===== config.mk =====
export PLATFORM = sky130hd
export DESIGN_NAME = rmc_ctrl
export DESIGN_NICKNAME = d
export VERILOG_FILES = /design/src/design/rmc_ctrl.v /design/src/design/rmc_debounce.v
export VERILOG_INCLUDE_DIRS = /design/src /design/src/design
export SDC_FILE = /design/constraint.sdc
export NUM_CORES = 1
export LEC_CHECK = 0
export BUFFER_PORTS_ARGS = -buffer_cell sky130_fd_sc_hd__buf_2
export CAP_MARGIN = 20
export CORE_ASPECT_RATIO = 1.75
export CORE_UTILIZATION = 45
export DETAILED_ROUTE_END_ITERATION = 6
export PLACE_DENSITY = 0.71
export SETUP_SLACK_MARGIN = 0.2
export SYNTH_ARGS = -nofsm -noshare
export SYNTH_HDL_FRONTEND = slang
export SYNTH_SLANG_ARGS = --single-unit

===== constraint.sdc =====
create_clock -name pclk -period 2.3 [get_ports pclk]
set_input_delay 0.115 -clock pclk [delete_from_list [all_inputs] [get_ports pclk]]
set_output_delay 0.115 -clock pclk [all_outputs]
set_load 0.005 [all_outputs]

===== src/design/rmc_defines.vh =====
// rmc_defines.vh: constants of the radio module control block
// assumes inclusion by bare name from every design file that needs it
`ifndef RMC_DEFINES_VH
`define RMC_DEFINES_VH

// register byte offsets on apb
`define RMC_OFS_CTRL    12'h000
`define RMC_OFS_STATUS  12'h004
`define RMC_OFS_CHAN    12'h008
`define RMC_OFS_IRQ_ST  12'h00C
`define RMC_OFS_IRQ_MSK 12'h010

// ctrl fields: bit 0 holds the processor in reset
`define RMC_CTRL_HOLD   0

// status fields
`define RMC_ST_TX       0
`define RMC_ST_RX       1
`define RMC_ST_LOCK     2
`define RMC_ST_CARRIER  3

// interrupt events
`define RMC_EV_STEP     0
`define RMC_EV_LOCK     1
`define RMC_EV_CARRIER  2
`define RMC_EV_LIMIT    3
`define RMC_EV_W        4

// channel limits and width
`define RMC_CH_W        5
`define RMC_CH_MIN      5'h00
`define RMC_CH_MAX      5'h1F

// debounce: 10 ms at 50 MHz, sized to the filter counter width
`define RMC_DEB_CYC     20'h7A120
`define RMC_DEB_W       20

// switch reload stretch: covers the two-flop switch path after any reset
`define RMC_RELOAD_W    2
`define RMC_RELOAD_CYC  2'h3

// modulation source codes
`define RMC_SRC_W       3
`define RMC_SRC_DIGITAL 3'h1
`define RMC_SRC_ANALOG  3'h2
`define RMC_SRC_DIRECT  3'h4
`define RMC_SRC_NONE    3'h0

`endif


===== src/design/rmc_ctrl.v =====
// rmc_ctrl.v: pin-level control of a synthesised radio module with apb registers
// assumes pins arrive asynchronously; synth lock and carrier come from analog logic
`include "rmc_defines.vh"

module rmc_ctrl #(
  parameter [`RMC_DEB_W-1:0] DEB_CYC = `RMC_DEB_CYC
) (
  // apb slave
  input  wire        pclk,
  input  wire        presetn,
  input  wire        psel,
  input  wire        penable,
  input  wire        pwrite,
  input  wire [11:0] paddr,
  input  wire [31:0] pwdata,
  output reg  [31:0] prdata,
  output wire        pready,
  output wire        pslverr,
  // host pins
  input  wire        reset_pin_n,
  input  wire        transmit_enable_n,
  input  wire        receive_enable_n,
  input  wire        channel_step,
  input  wire        step_direction,
  input  wire        source_select_a,
  input  wire        source_select_b,
  input  wire [4:0]  channel_switch,
  // serial channel load from the serial port decoder, same clock
  input  wire        serial_ch_load,
  input  wire [4:0]  serial_ch_value,
  // analog side status, asynchronous
  input  wire        synth_locked,
  input  wire        carrier_above,
  // outputs
  output reg         cpu_reset_n,
  output reg         tx_on,
  output reg         rx_on,
  output reg  [2:0]  mod_source,
  output reg  [4:0]  channel,
  output reg         lock_ready_n,
  output reg         radio_active,
  output reg         carrier_detect,
  output wire        irq
);

  // synchronisers for level pins: stage 1 read only by stage 2
  localparam NSYNC = 8;
  wire [NSYNC-1:0] raw_in = {carrier_above, synth_locked, source_select_b,
                             source_select_a, step_direction, receive_enable_n,
                             transmit_enable_n, reset_pin_n};
  wire [NSYNC-1:0] sync_w;

  genvar gi;
  generate
    for (gi = 0; gi < NSYNC; gi = gi + 1) begin : g_sync
      // each bit keeps its own flops, so no vector is driven from several processes
      reg s1_r;
      reg s2_r;
      always @(posedge pclk or negedge presetn) begin
        if (!presetn) begin
          s1_r <= 1'b1;
          s2_r <= 1'b1;
        end else begin
          s1_r <= raw_in[gi];
          s2_r <= s1_r;
        end
      end
      assign sync_w[gi] = s2_r;
    end
  endgenerate

  wire rst_pin_s = sync_w[0];
  wire txen_n_s  = sync_w[1];
  wire rxen_n_s  = sync_w[2];
  wire dir_s     = sync_w[3];
  wire sel_a_s   = sync_w[4];
  wire sel_b_s   = sync_w[5];
  wire locked_s  = sync_w[6];
  wire carrier_s = sync_w[7];

  // channel switches pass the same two flops before use
  reg [4:0] sw1_r;
  reg [4:0] sw2_r;
  always @(posedge pclk or negedge presetn) begin
    if (!presetn) begin
      sw1_r <= 5'h00;
      sw2_r <= 5'h00;
    end else begin
      sw1_r <= channel_switch;
      sw2_r <= sw1_r;
    end
  end

  // debounced step input
  wire step_fall;
  rmc_debounce #(
    .DEB_CYC (DEB_CYC)
  ) u_step (
    .pclk    (pclk),
    .presetn (presetn),
    .pin_raw (channel_step),
    .level_r (),
    .fall    (step_fall)
  );

  // apb registers: ctrl hold, ro status, ro channel, w1c irq status, irq mask
  // status and channel are read only; writes to them are dropped like unmapped ones
  reg                 hold_r;
  reg [`RMC_RELOAD_W-1:0] reload_cnt_r;
  reg [`RMC_EV_W-1:0] irq_st_r;
  reg [`RMC_EV_W-1:0] irq_msk_r;
  reg                 reload_r;
  reg                 locked_d_r;
  reg                 carrier_d_r;

  wire wr_en = psel & penable & pwrite;
  assign pready  = 1'b1;   // zero wait states: every access ends in its first access cycle
  assign pslverr = 1'b0;   // unmapped offsets read zero, writes dropped

  // mode decode from the enables
  reg tx_nxt;
  reg rx_nxt;
  always @* begin
    tx_nxt = ~txen_n_s;
    rx_nxt = txen_n_s & ~rxen_n_s;
  end

  // source select; which line picks analogue versus direct is unsure, a=high gives analogue
  reg [2:0] src_nxt;
  always @* begin
    case ({sel_b_s, sel_a_s})
      2'b11:   src_nxt = `RMC_SRC_DIGITAL;
      2'b01:   src_nxt = `RMC_SRC_ANALOG;
      2'b10:   src_nxt = `RMC_SRC_DIRECT;
      default: src_nxt = `RMC_SRC_NONE;      // both low is undefined: drive nothing
    endcase
  end

  // channel next value: serial load wins over a step in the same cycle
  reg [4:0] ch_nxt;
  reg       limit_hit;
  always @* begin
    ch_nxt    = channel;
    limit_hit = 1'b0;
    if (reload_r) begin
      ch_nxt = sw2_r;
    end else if (serial_ch_load) begin
      ch_nxt = serial_ch_value;
    end else if (step_fall) begin
      if (dir_s) begin
        if (channel == `RMC_CH_MAX) limit_hit = 1'b1;
        else ch_nxt = channel + 5'h01;
      end else begin
        if (channel == `RMC_CH_MIN) limit_hit = 1'b1;
        else ch_nxt = channel - 5'h01;
      end
    end
  end

  // events that raise sticky interrupt bits
  wire [`RMC_EV_W-1:0] ev;
  assign ev[`RMC_EV_STEP]    = step_fall & ~limit_hit & ~reload_r & ~serial_ch_load;
  assign ev[`RMC_EV_LOCK]    = locked_s & ~locked_d_r;
  assign ev[`RMC_EV_CARRIER] = carrier_s & ~carrier_d_r;
  assign ev[`RMC_EV_LIMIT]   = limit_hit;

  assign irq = |(irq_st_r & irq_msk_r);

  // main state: registers and outputs
  always @(posedge pclk or negedge presetn) begin
    if (!presetn) begin
      hold_r         <= 1'b0;
      irq_st_r       <= {`RMC_EV_W{1'b0}};
      irq_msk_r      <= {`RMC_EV_W{1'b0}};
      reload_r       <= 1'b1;
      reload_cnt_r   <= `RMC_RELOAD_CYC;
      // match the synchroniser reset level, so no false rise follows reset
      locked_d_r     <= 1'b1;
      carrier_d_r    <= 1'b1;
      cpu_reset_n    <= 1'b0;
      tx_on          <= 1'b0;
      rx_on          <= 1'b0;
      mod_source     <= `RMC_SRC_NONE;
      channel        <= `RMC_CH_MIN;
      lock_ready_n   <= 1'b1;
      radio_active   <= 1'b0;
      carrier_detect <= 1'b0;
    end else begin
      // reload waits for the switch synchroniser to settle; pin reset re-arms it
      reload_r       <= ~rst_pin_s | (reload_cnt_r != {`RMC_RELOAD_W{1'b0}});
      if (!rst_pin_s)
        reload_cnt_r <= `RMC_RELOAD_CYC;
      else if (reload_cnt_r != {`RMC_RELOAD_W{1'b0}})
        reload_cnt_r <= reload_cnt_r - 1'b1;
      locked_d_r     <= locked_s;
      carrier_d_r    <= carrier_s;
      cpu_reset_n    <= rst_pin_s & ~hold_r;
      tx_on          <= tx_nxt;
      rx_on          <= rx_nxt;
      radio_active   <= tx_nxt | rx_nxt;
      mod_source     <= src_nxt;
      channel        <= ch_nxt;
      lock_ready_n   <= ~(locked_s & (tx_nxt | rx_nxt));
      carrier_detect <= carrier_s & rx_nxt;
      if (wr_en && paddr == `RMC_OFS_CTRL)
        hold_r <= pwdata[`RMC_CTRL_HOLD];
      if (wr_en && paddr == `RMC_OFS_IRQ_MSK)
        irq_msk_r <= pwdata[`RMC_EV_W-1:0];
      // a new event beats a write-one-to-clear in the same cycle
      if (wr_en && paddr == `RMC_OFS_IRQ_ST)
        irq_st_r <= (irq_st_r & ~pwdata[`RMC_EV_W-1:0]) | ev;
      else
        irq_st_r <= irq_st_r | ev;
    end
  end

  // read mux, registered in the setup cycle so data is ready in the access cycle
  always @(posedge pclk or negedge presetn) begin
    if (!presetn) begin
      prdata <= 32'h00000000;
    end else if (psel && !penable && !pwrite) begin
      case (paddr)
        `RMC_OFS_CTRL:    prdata <= {31'h00000000, hold_r};
        `RMC_OFS_STATUS:  prdata <= {28'h0000000, carrier_detect, ~lock_ready_n,
                                     rx_on, tx_on};
        `RMC_OFS_CHAN:    prdata <= {27'h0000000, channel};
        `RMC_OFS_IRQ_ST:  prdata <= {28'h0000000, irq_st_r};
        `RMC_OFS_IRQ_MSK: prdata <= {28'h0000000, irq_msk_r};
        default:          prdata <= 32'h00000000;
      endcase
    end
  end

endmodule // rmc_ctrl


===== src/design/rmc_debounce.v =====
// rmc_debounce.v: two-flop synchroniser plus stability filter for a switch input
// assumes a bouncing mechanical contact, idle high by pull-up
`include "rmc_defines.vh"

module rmc_debounce #(
  parameter [`RMC_DEB_W-1:0] DEB_CYC = `RMC_DEB_CYC
) (
  // clock and reset
  input  wire pclk,
  input  wire presetn,
  // raw pin and filtered level
  input  wire pin_raw,
  output reg  level_r,
  output wire fall
);

  reg                 sync1_r;
  reg                 sync2_r;
  reg [`RMC_DEB_W-1:0] cnt_r;
  reg                 fall_r;

  assign fall = fall_r;

  // first flop feeds only the second; the filter reads the second
  always @(posedge pclk or negedge presetn) begin
    if (!presetn) begin
      sync1_r <= 1'b1;
      sync2_r <= 1'b1;
      cnt_r   <= {`RMC_DEB_W{1'b0}};
      level_r <= 1'b1;
      fall_r  <= 1'b0;
    end else begin
      sync1_r <= pin_raw;
      sync2_r <= sync1_r;
      fall_r  <= 1'b0;
      // level only moves after the input has been steady for DEB_CYC cycles
      if (sync2_r == level_r) begin
        cnt_r <= {`RMC_DEB_W{1'b0}};
      end else if (cnt_r >= DEB_CYC - 1'b1) begin
        cnt_r   <= {`RMC_DEB_W{1'b0}};
        level_r <= sync2_r;
        fall_r  <= level_r & ~sync2_r;
      end else begin
        cnt_r <= cnt_r + 1'b1;
      end
    end
  end

endmodule // rmc_debounce


# == Word-level counts from Yosys, hierarchy flattened ==
# Cells that the tools add are included.
# totals
ff_bits,110
output_inout_bits,49
# classes
addsub,4
n_lt_le_gt_ge,1
eq_ne,12
n_mux,21
bitwise_logic,32
reduce_logical,14
# ops
op,n
2-to-1 mux 20 bit,2
2-to-1 mux 5 bit,6
one-hot mux 5 bit (5 select lines),1
== test 12 x 4 -> 1 bit (second input constant),2
adder 20 x 1 -> 20 bit (second input constant),1
>= comparator 20 x 19 -> 1 bit (second input constant),1
NOT 1 bit,13
AND 1 bit,12
== test 12 x 3 -> 1 bit (second input constant),1
== test 12 x 5 -> 1 bit (second input constant),1
logical NOT 12 bit,1
one-hot mux 3 bit (3 select lines),1
AND 4 bit,2
2-to-1 mux 1 bit,8
!= test 4 bit (second input constant),2
OR 4 bit,2
adder 5 x 1 -> 5 bit (second input constant),1
== test 5 bit (second input constant),1
logical AND 1 bit,5
logical NOT 5 bit,1
subtractor 5 x 1 -> 5 bit (second input constant),1
== test 2 bit (second input constant),2
2-to-1 mux 2 bit,2
2-to-1 mux 4 bit,1
other kinds (12),14

# == Logic depth before layout (Yosys ltp) ==
# Gate-level depths: netlist (run 1).
# logic_depth
ltp_word,12
ltp_mapped,6
mapped_depth_nobuf,6

# == Modules after synthesis ==
# From an unflattened synthesis (run 1), not the netlist that was laid out.
# unflattened
hier_cells,348
area_unflattened_um2,3853.7
# by_module_without_submodules
mod,n_inst,cells_each,area_per_inst_um2,seq_area_each_um2
rmc_ctrl,1,226,2646.3,1503.9
rmc_debounce,1,122,1207.4,604.3

# == Least setup slack after synthesis (run 1) ==
# No wires, ideal clock.
# synth_path
path_kind,register -> register
start,register u_step.cnt_r[0]
end,register u_step.cnt_r[16]
setup_ps,87
arrival_ps,1827
t_required_ps,2213
slack_ps,386
stages_incl_launch_ff,6
synth_period_minus_slack_ps,1914
cell_sequence,dfrtp_1 > ha_1 > nand4_2 > or4_4 > or3_1 > a211oi_2
# synth_between
elab_chain_len,3
word_cells_on_any_way,4
cone_classes,add/sub (1); order compare (1); mux (2)
# synth_lines
element,line,rtl
start: declaration,rmc_debounce.v:19,reg [`RMC_DEB_W-1:0] cnt_r;
start signal: assignment,rmc_debounce.v:29,cnt_r <= {`RMC_DEB_W{1'b0}};
start signal: assignment,rmc_debounce.v:38,cnt_r <= {`RMC_DEB_W{1'b0}};
start signal: assignment,rmc_debounce.v:40,cnt_r <= {`RMC_DEB_W{1'b0}};
adder 20 x 1 -> 20 bit or >= comparator 20 x 19 -> 1 bit (tied branches),"rmc_debounce.v:44, rmc_debounce.v:39",
2-to-1 mux 20 bit (*),rmc_debounce.v:39,end else if (cnt_r >= DEB_CYC - 1'b1) begin
2-to-1 mux 20 bit (*),rmc_debounce.v:37,if (sync2_r == level_r) begin
# Every way passes the cells marked *; elsewhere a longest branch is shown, timed or not.
# A chain may end at the register's enable or synchronous reset.

# == Worst setup path after layout (run 1) ==
# Ends and elaborated chain as after synthesis.

==> impl_metrics.toml, run 1 <==
[critical_path]
required_ns = 2.54
cp-end-kind = "register"
start_kind = "register"
slowest_stage = "or4_4"
arrival_ns = 2.24
critical-path-max-stage-delay_ns = 0.57
crit_fanout = 4
cp_cell_sequence = "ha_2, nand4_2, or4_4, or3_1, a211oi_2"
worst-setup-path-type = "register to register"

[power_and_ir_drop]
finalPower_mw = 3.48
peakVddDrop_v = 0.000432
power_density_nw_per_um2 = 743
p_leak_nw = 2.08

[clock_tree]
post_cts_buffers = 0
clkLatencyLatePin_ns = 0.33
clkSlewWorstSetupHoldPaths_ns = 0.06
htree_levels = 3
clock_path_buffers = 2
numCtsBuffers = 9
clkSinkCount = 83
clockRootBuffer = "clkbuf_16"
cts_tree = "done"

[timing]
setup_tns_ns = 0
timing.final.crit_period_ns = 2.00
setup_violations = 0
hold_viol_final = 0
grt_setup_unrepaired = "no"
slew_headroom_pct = 60.5
worstMarginPinSlew_ns = 0.587
drv_slew = 0
timing.fmax_mhz = 499
min_period_over_period_pct = 87.1
skew_ns = 0.00469

[floorplanning]
die_area_um2 = 8990
die_x_um = 72.1
coreArea_um2 = 8310
num_rows = 44
initial_core_util_pct = 46.5
io_pins = 118
chipHeight_um = 125

[logic_synthesis]
ys_top_cells_by_area = "dfrtp_1, dfstp_2, buf_4, nand2_1, nor3_1"
ys_seq_elements = 83
async_reset_ff_share_pct = 100
synth.distinct_cells = 63
synth-edff-count = 0
ys.flop_type = "dfrtp_1"
yosys.area.top_type_share_pct = 37.5
yosysTopAreaCell = "dfrtp_1"
postSynthAreaPerCell_um2 = 11.1
syn-cell-area_um2 = 3870
yosysSeqAreaShare_pct = 54.5
synth_warnings = 0
netlist_instances = 349

[routing]
drt-vias-per-instance = 5.19
drc_errors = 0
avgRoutedWirePerCell_um = 13.6
dr.pass1.iters = 4
vias = 2851
drt_iter0_drc = 145
drt.antenna.violating_nets = 0
drt-total-wl_mm = 7.46

[global_route]
grt_max_degree = 43
track_usage_pct = 17.8
grt_overflow = 0
grt_pass1_wl_mm = 12.4
antenna_found_initial = 0
grt_pass1_vias = 2775

[finish]
fin_cells = 549
drive_gt1_share_pct = 28.6
nNetsFinal = 505
final_cell_mix = "buf_2, dfrtp_1, conb_1"
layout_commonest_cell = "buf_2"
diodes = 0
n_fill_cell = 702
syn_to_final_growth_pct = 21.1

[status]
status = "complete, no violations"

[run]
maxCapViolCount = 0

[place]
dpl.hpwl_mm = 5.49
portBuffers = 60
place_inst = 518
finalWeightedCongestion = 0.847

[hold_path]
hp-class = "primary input to register"
==> flip-flops by register name, indices dropped and copies added (netlist names), 2 cells and up <==
name          count
irq_msk_r         4
irq_st_r          4
u_step.cnt_r     20
channel           5
reload_cnt_r      2
g_sync.s2_r       6
sw1_r             5
prdata            5
mod_source        3
g_sync.s1_r       8
sw2_r             5
==> per-layer routing <==
metal  track usage [%]  up-vias  routed length [µm]
met5                 0        -                   0
met4              7.73        0                 174
met3              4.53       16                 243
met2              32.1       70                4250
met1              19.0     1404                2790
li1                  -     1361                   -
==> path summary, 6_finish.rpt <==
path / slack (ns) / depth (start not counted) / from / endpoint
min in group asynchronous: 0.31 / 2 / presetn / prdata[0]
max in group asynchronous: 1.32 / 3 / presetn / g_sync[4].s1_r
min: 0.04 / 2 / pwdata[3] / irq_msk_r[3]
max reg2reg: 0.30 / 5 / u_step.cnt_r[0] / u_step.cnt_r[16]
min reg2reg: 0.35 / 0 / sw1_r[3] / sw2_r[3]
max: 0.30 / 5 / u_step.cnt_r[0] / u_step.cnt_r[16]
==> synthesized netlist by cell type (7+ instances only) <==
master and instances:
a21oi_1 7, buf_4 29, dfrtp_1 58, dfstp_2 25
inv_1 15, nand2_1 29, nand3_1 11, nor2_1 11
nor3_1 18, o21ai_0 12, or3_1 8, xnor2_1 8
==> layout make-up <==
type / count / area, µm² / share of cell area [%]
repair buffers: 78 / 488 / 10.4
clock inverters: 6 / 88.8 / 1.90
clock buffers: 10 / 239 / 5.10
multi-input cells: 242 / 1560 / 33.3
inverters: 15 / 56.3 / 1.20
flip-flops and latches: 83 / 2110 / 45.0
well taps: 115 / 144 / 3.07
==> critical path, delay by kind of cell (launching register included) <==
kind | cells | cell delay (ns)
adder cells (fa/ha/maj) | 1 | 0.23
flip-flops | 1 | 0.39
AND/OR/NAND/NOR | 3 | 1.09
AO/OA/AOI/OAI | 1 | 0.22
==> per-stage QoR <==
| step | instance area, µm² | util (%) | hold WS, ns | setup WS [ns] |
|---|---|---|---|---|
| final | 4690 | 56.4 | 0.0365 | 0.296 |
| after global routing | 4690 | 56.4 | 0.0429 | 0.214 |
| after CTS | 4680 | 56.3 | 0.0263 | 0.274 |
| after detailed placement | 4210 | 50.6 | 0.135 | 0.294 |
| after global placement | 4210 | 50.6 | 0.125 | 0.338 |
| after floorplan | 3970 | - | -0.181 | 0.386 |
==> what timing repair did <==
item,in CTS,in global routing
setup endpoints to repair,0,2
resized for setup,0,1
hold buffers,15,0
endpoints found under the hold margin,40,0
==> power by group <==
group	switching (mW)	internal [mW]	total, mW
Sequential	0.0602	1.56	1.62
Combinational	0.187	0.153	0.340
Clock	0.541	0.979	1.52
Total	0.788	2.69	3.48
==> cell families (layout without fill, tap and decap cells) <==
family / Yosys count / after routing / share of synthesized area [%]
and+or+nand+nor: 125 / 125 / 18.3
DFF: 83 / 83 / 54.5
AOI/OAI and AO/OA: 56 / 56 / 10.2
buffers and inverters: 52 / 109 / 7.92
xor gates and xnor gates: 14 / 14 / 3.17
muxes: 10 / 10 / 3.20
adders and majority gates: 7 / 7 / 2.46
other: 2 / 30 / 0.194
Power figures use the tool's default switching activity.
==> run 2, diff against run 1 <==
ABC_AREA = 1   (was default)
PLACE_DENSITY = 0.72   (was 0.71)
==> run 2 against run 1 <==
Via count increased by 7.5%. Total power is 5.7% higher. Clock skew is 0.0022 ns higher. Non-clock buffer count fell by 1. Cell count increased by 17%. Flip-flop and latch count unchanged. Area after synthesis up 4.6%. Die area grew 4.5%. Clock power up 9%. Synthesized cell count up 25%. Sequential power hardly changed. Largest power group is now clock.
==> impl_metrics.toml, run 2 <==
[critical_path]
rr_endpoint = "channel[3]"
arrival_ns = 2.05
crit_fanout = 4
cp-end-kind = "register"
reg2reg_depth = 9
slowest_stage = "dfstp_2"
worst-setup-path-type = "register to register"
r2r_slack_ns = 0.48
critical-path-top-delay-family = "flip-flops"
cp_cell_sequence = "inv_1, ha_1, a21oi_1, nand2_1, or2_2, nand3_1, nand2_1, nand2_1, nand2_1"
start_kind = "register"
cp_common_cell = "nand2_1"
crit_buf_inv = 1
required_ns = 2.52
critical-path-max-stage-delay_ns = 0.57
r2r-start = "dir_s"

[logic_synthesis]
ys_seq_elements = 83
yosysTopAreaCell = "dfrtp_1"
postSynthAreaPerCell_um2 = 9.30
yosysSeqAreaShare_pct = 52.1
ys.flop_type = "dfrtp_1"
yosys.area.top_type_share_pct = 35.9
async_reset_ff_share_pct = 100
synthTopCellsByCount = "nand2_1, dfrtp_1, nor2_1, inv_1, nand3_1"
syn-cell-area_um2 = 4050
netlist_instances = 435
synth-edff-count = 0
yosysMostFrequentCell = "nand2_1"
synth_warnings = 0
synth.distinct_cells = 36
ys_top_cells_by_area = "dfrtp_1, dfstp_2, nand2_1, buf_4, nor2_1"

[global_route]
grt_max_degree = 39
antenna_found_initial = 0
track_usage_pct = 17.9
grt_pass1_wl_mm = 12.7
grt_pass1_vias = 3019
grt_overflow = 0

[timing]
setup_slack_ns = 0.475
min_period_over_period_pct = 79.3
setup_tns_ns = 0
slew_headroom_pct = 58.1
drv_slew = 0
skew_ns = 0.00687
setup_violations = 0
timing.final.crit_period_ns = 1.82
grt_setup_unrepaired = "no"
timing.fmax_mhz = 548
worstMarginPinSlew_ns = 0.624
hold_viol_final = 0

[routing]
avgRoutedWirePerCell_um = 12.0
drc_errors = 0
vias = 3064
drt.antenna.violating_nets = 0
drt-vias-per-instance = 4.79
dr.pass1.iters = 4
drt_iter0_drc = 131
drt-total-wl_mm = 7.66

[floorplanning]
die_x_um = 73.7
die_area_um2 = 9390
coreArea_um2 = 8670
num_rows = 45
chipHeight_um = 127
io_pins = 118
initial_core_util_pct = 46.7

[power_and_ir_drop]
p_leak_nw = 2.39
finalPower_mw = 3.68
power_density_nw_per_um2 = 755
peakVddDrop_v = 0.000618

[place]
dp_slack_ns = 0.489
portBuffers = 60
dpl.hpwl_mm = 5.71
finalWeightedCongestion = 0.885

[clock_tree]
cts_tree = "done"
clkSlewWorstSetupHoldPaths_ns = 0.06
numCtsBuffers = 9
clkLatencyLatePin_ns = 0.33
cts_resized = 0
clockRootBuffer = "clkbuf_16"
clock_path_buffers = 2
clkSinkCount = 83
htree_levels = 3

[finish]
layout_commonest_cell = "nand2_1"
largest_reg_flops = 20
final_cell_mix = "nand2_1, buf_2, dfrtp_1"
nNetsFinal = 594
top_register = "u_step.cnt_r"
biggestRegsByFlops = "u_step.cnt_r: 20 flops, g_sync.s1_r: 8 flops, g_sync.s2_r: 6 flops"
drive_gt1_share_pct = 27.0
diodes = 0
syn_to_final_growth_pct = 20.5
n_fill_cell = 801

[hold_path]
hp-class = "primary input to register"
hold_depth = 5
holdCritStartpoint = "serial_ch_value[3]"
hold_end = "channel[3]"

[run]
maxCapViolCount = 0

[status]
status = "complete, no violations"
[run 2: cell types whose count changed after synthesis, moves of 12 or more]
cell / previous run / this run
nand2_1: 29 / 76
nand3_1: 11 / 32
inv_1: 15 / 42
nor3_1: 18 / 5
nor2_1: 11 / 50
nor2_4: 0 / 12
[run 2: layout make-up]
class                           instances  area, µm²  share of cell area, %
Multi-Input combinational cell        300       1610                   33.0
Clock buffer                           12        256                   5.26
Tap cell                              117        146                   3.00
Timing Repair Buffer                   77        480                   9.86
Sequential cell                        83       2110                   43.2
Inverter                               47        176                   3.62
Clock inverter                          4       97.6                   2.00
[run 2: timing repair]
action	4_1_cts	5_1_grt
hold buffers	15	0
setup buffers	0	0
endpoints found under the hold margin	36	0
[run 2: per-stage QoR]
stage / util [%] / hold slack (ns) / instances / cell area (µm²)
5_1_grt: 56.2 / 0.0975 / 640 / 4870
3_5_place_dp: 50.4 / 0.0300 / 609 / 4370
6_report: 56.2 / 0.102 / 640 / 4870
2_1_floorplan: - / -0.181 / 463 / 4150
3_3_place_gp: 50.4 / 0.0261 / 609 / 4370
4_1_cts: 56.2 / 0.0829 / 640 / 4870
[run 2: tightest hold or removal path, cell delays in order]
cell,delay (ns)
buf_2,0.08
a21oi_1,0.05
nand2_1,0.06
nand2_1,0.04
nand2_1,0.05
[run 2: kinds of logic after synthesis]
logic type	Yosys count	synth area share [%]
XOR/XNOR	14	3.03
other	2	0.186
AO/OA/AOI/OAI	40	5.66
buffers and inverters	80	10.7
adder cells (fa/ha/maj)	7	2.35
flip-flops	83	52.1
AND/OR/NAND/NOR	209	26.0
[run 2: how the worst max path moves through the flow]
| stage | startpoint | endpoint | slack [ns] | cells past startpoint |
|---|---|---|---|---|
| after floorplan | dir_s | channel[3] | 0.61 | 9 |
| after global placement | dir_s | channel[3] | 0.53 | 9 |
| after detailed placement | dir_s | channel[3] | 0.49 | 9 |
| after CTS | dir_s | channel[3] | 0.48 | 9 |
| after global routing | channel[0] | channel[4] | 0.39 | 7 |
| final | dir_s | channel[3] | 0.48 | 9 |
[run 2: power by group]
part | internal (mW) | switching [mW]
registers | 1.57 | 0.0615
clock network | 1.12 | 0.537
logic | 0.149 | 0.247
[run 2: routing by layer]
| metal | track usage, % | share of wire [%] | vias to the layer above |
|---|---|---|---|
| li1 | - | - | 1481 |
| met1 | 16.7 | 37 | 1486 |
| met2 | 33.5 | 56 | 76 |
| met3 | 4.97 | 3.3 | 21 |
| met4 | 10.2 | 3.2 | 0 |
| met5 | 0 | 0 | - |
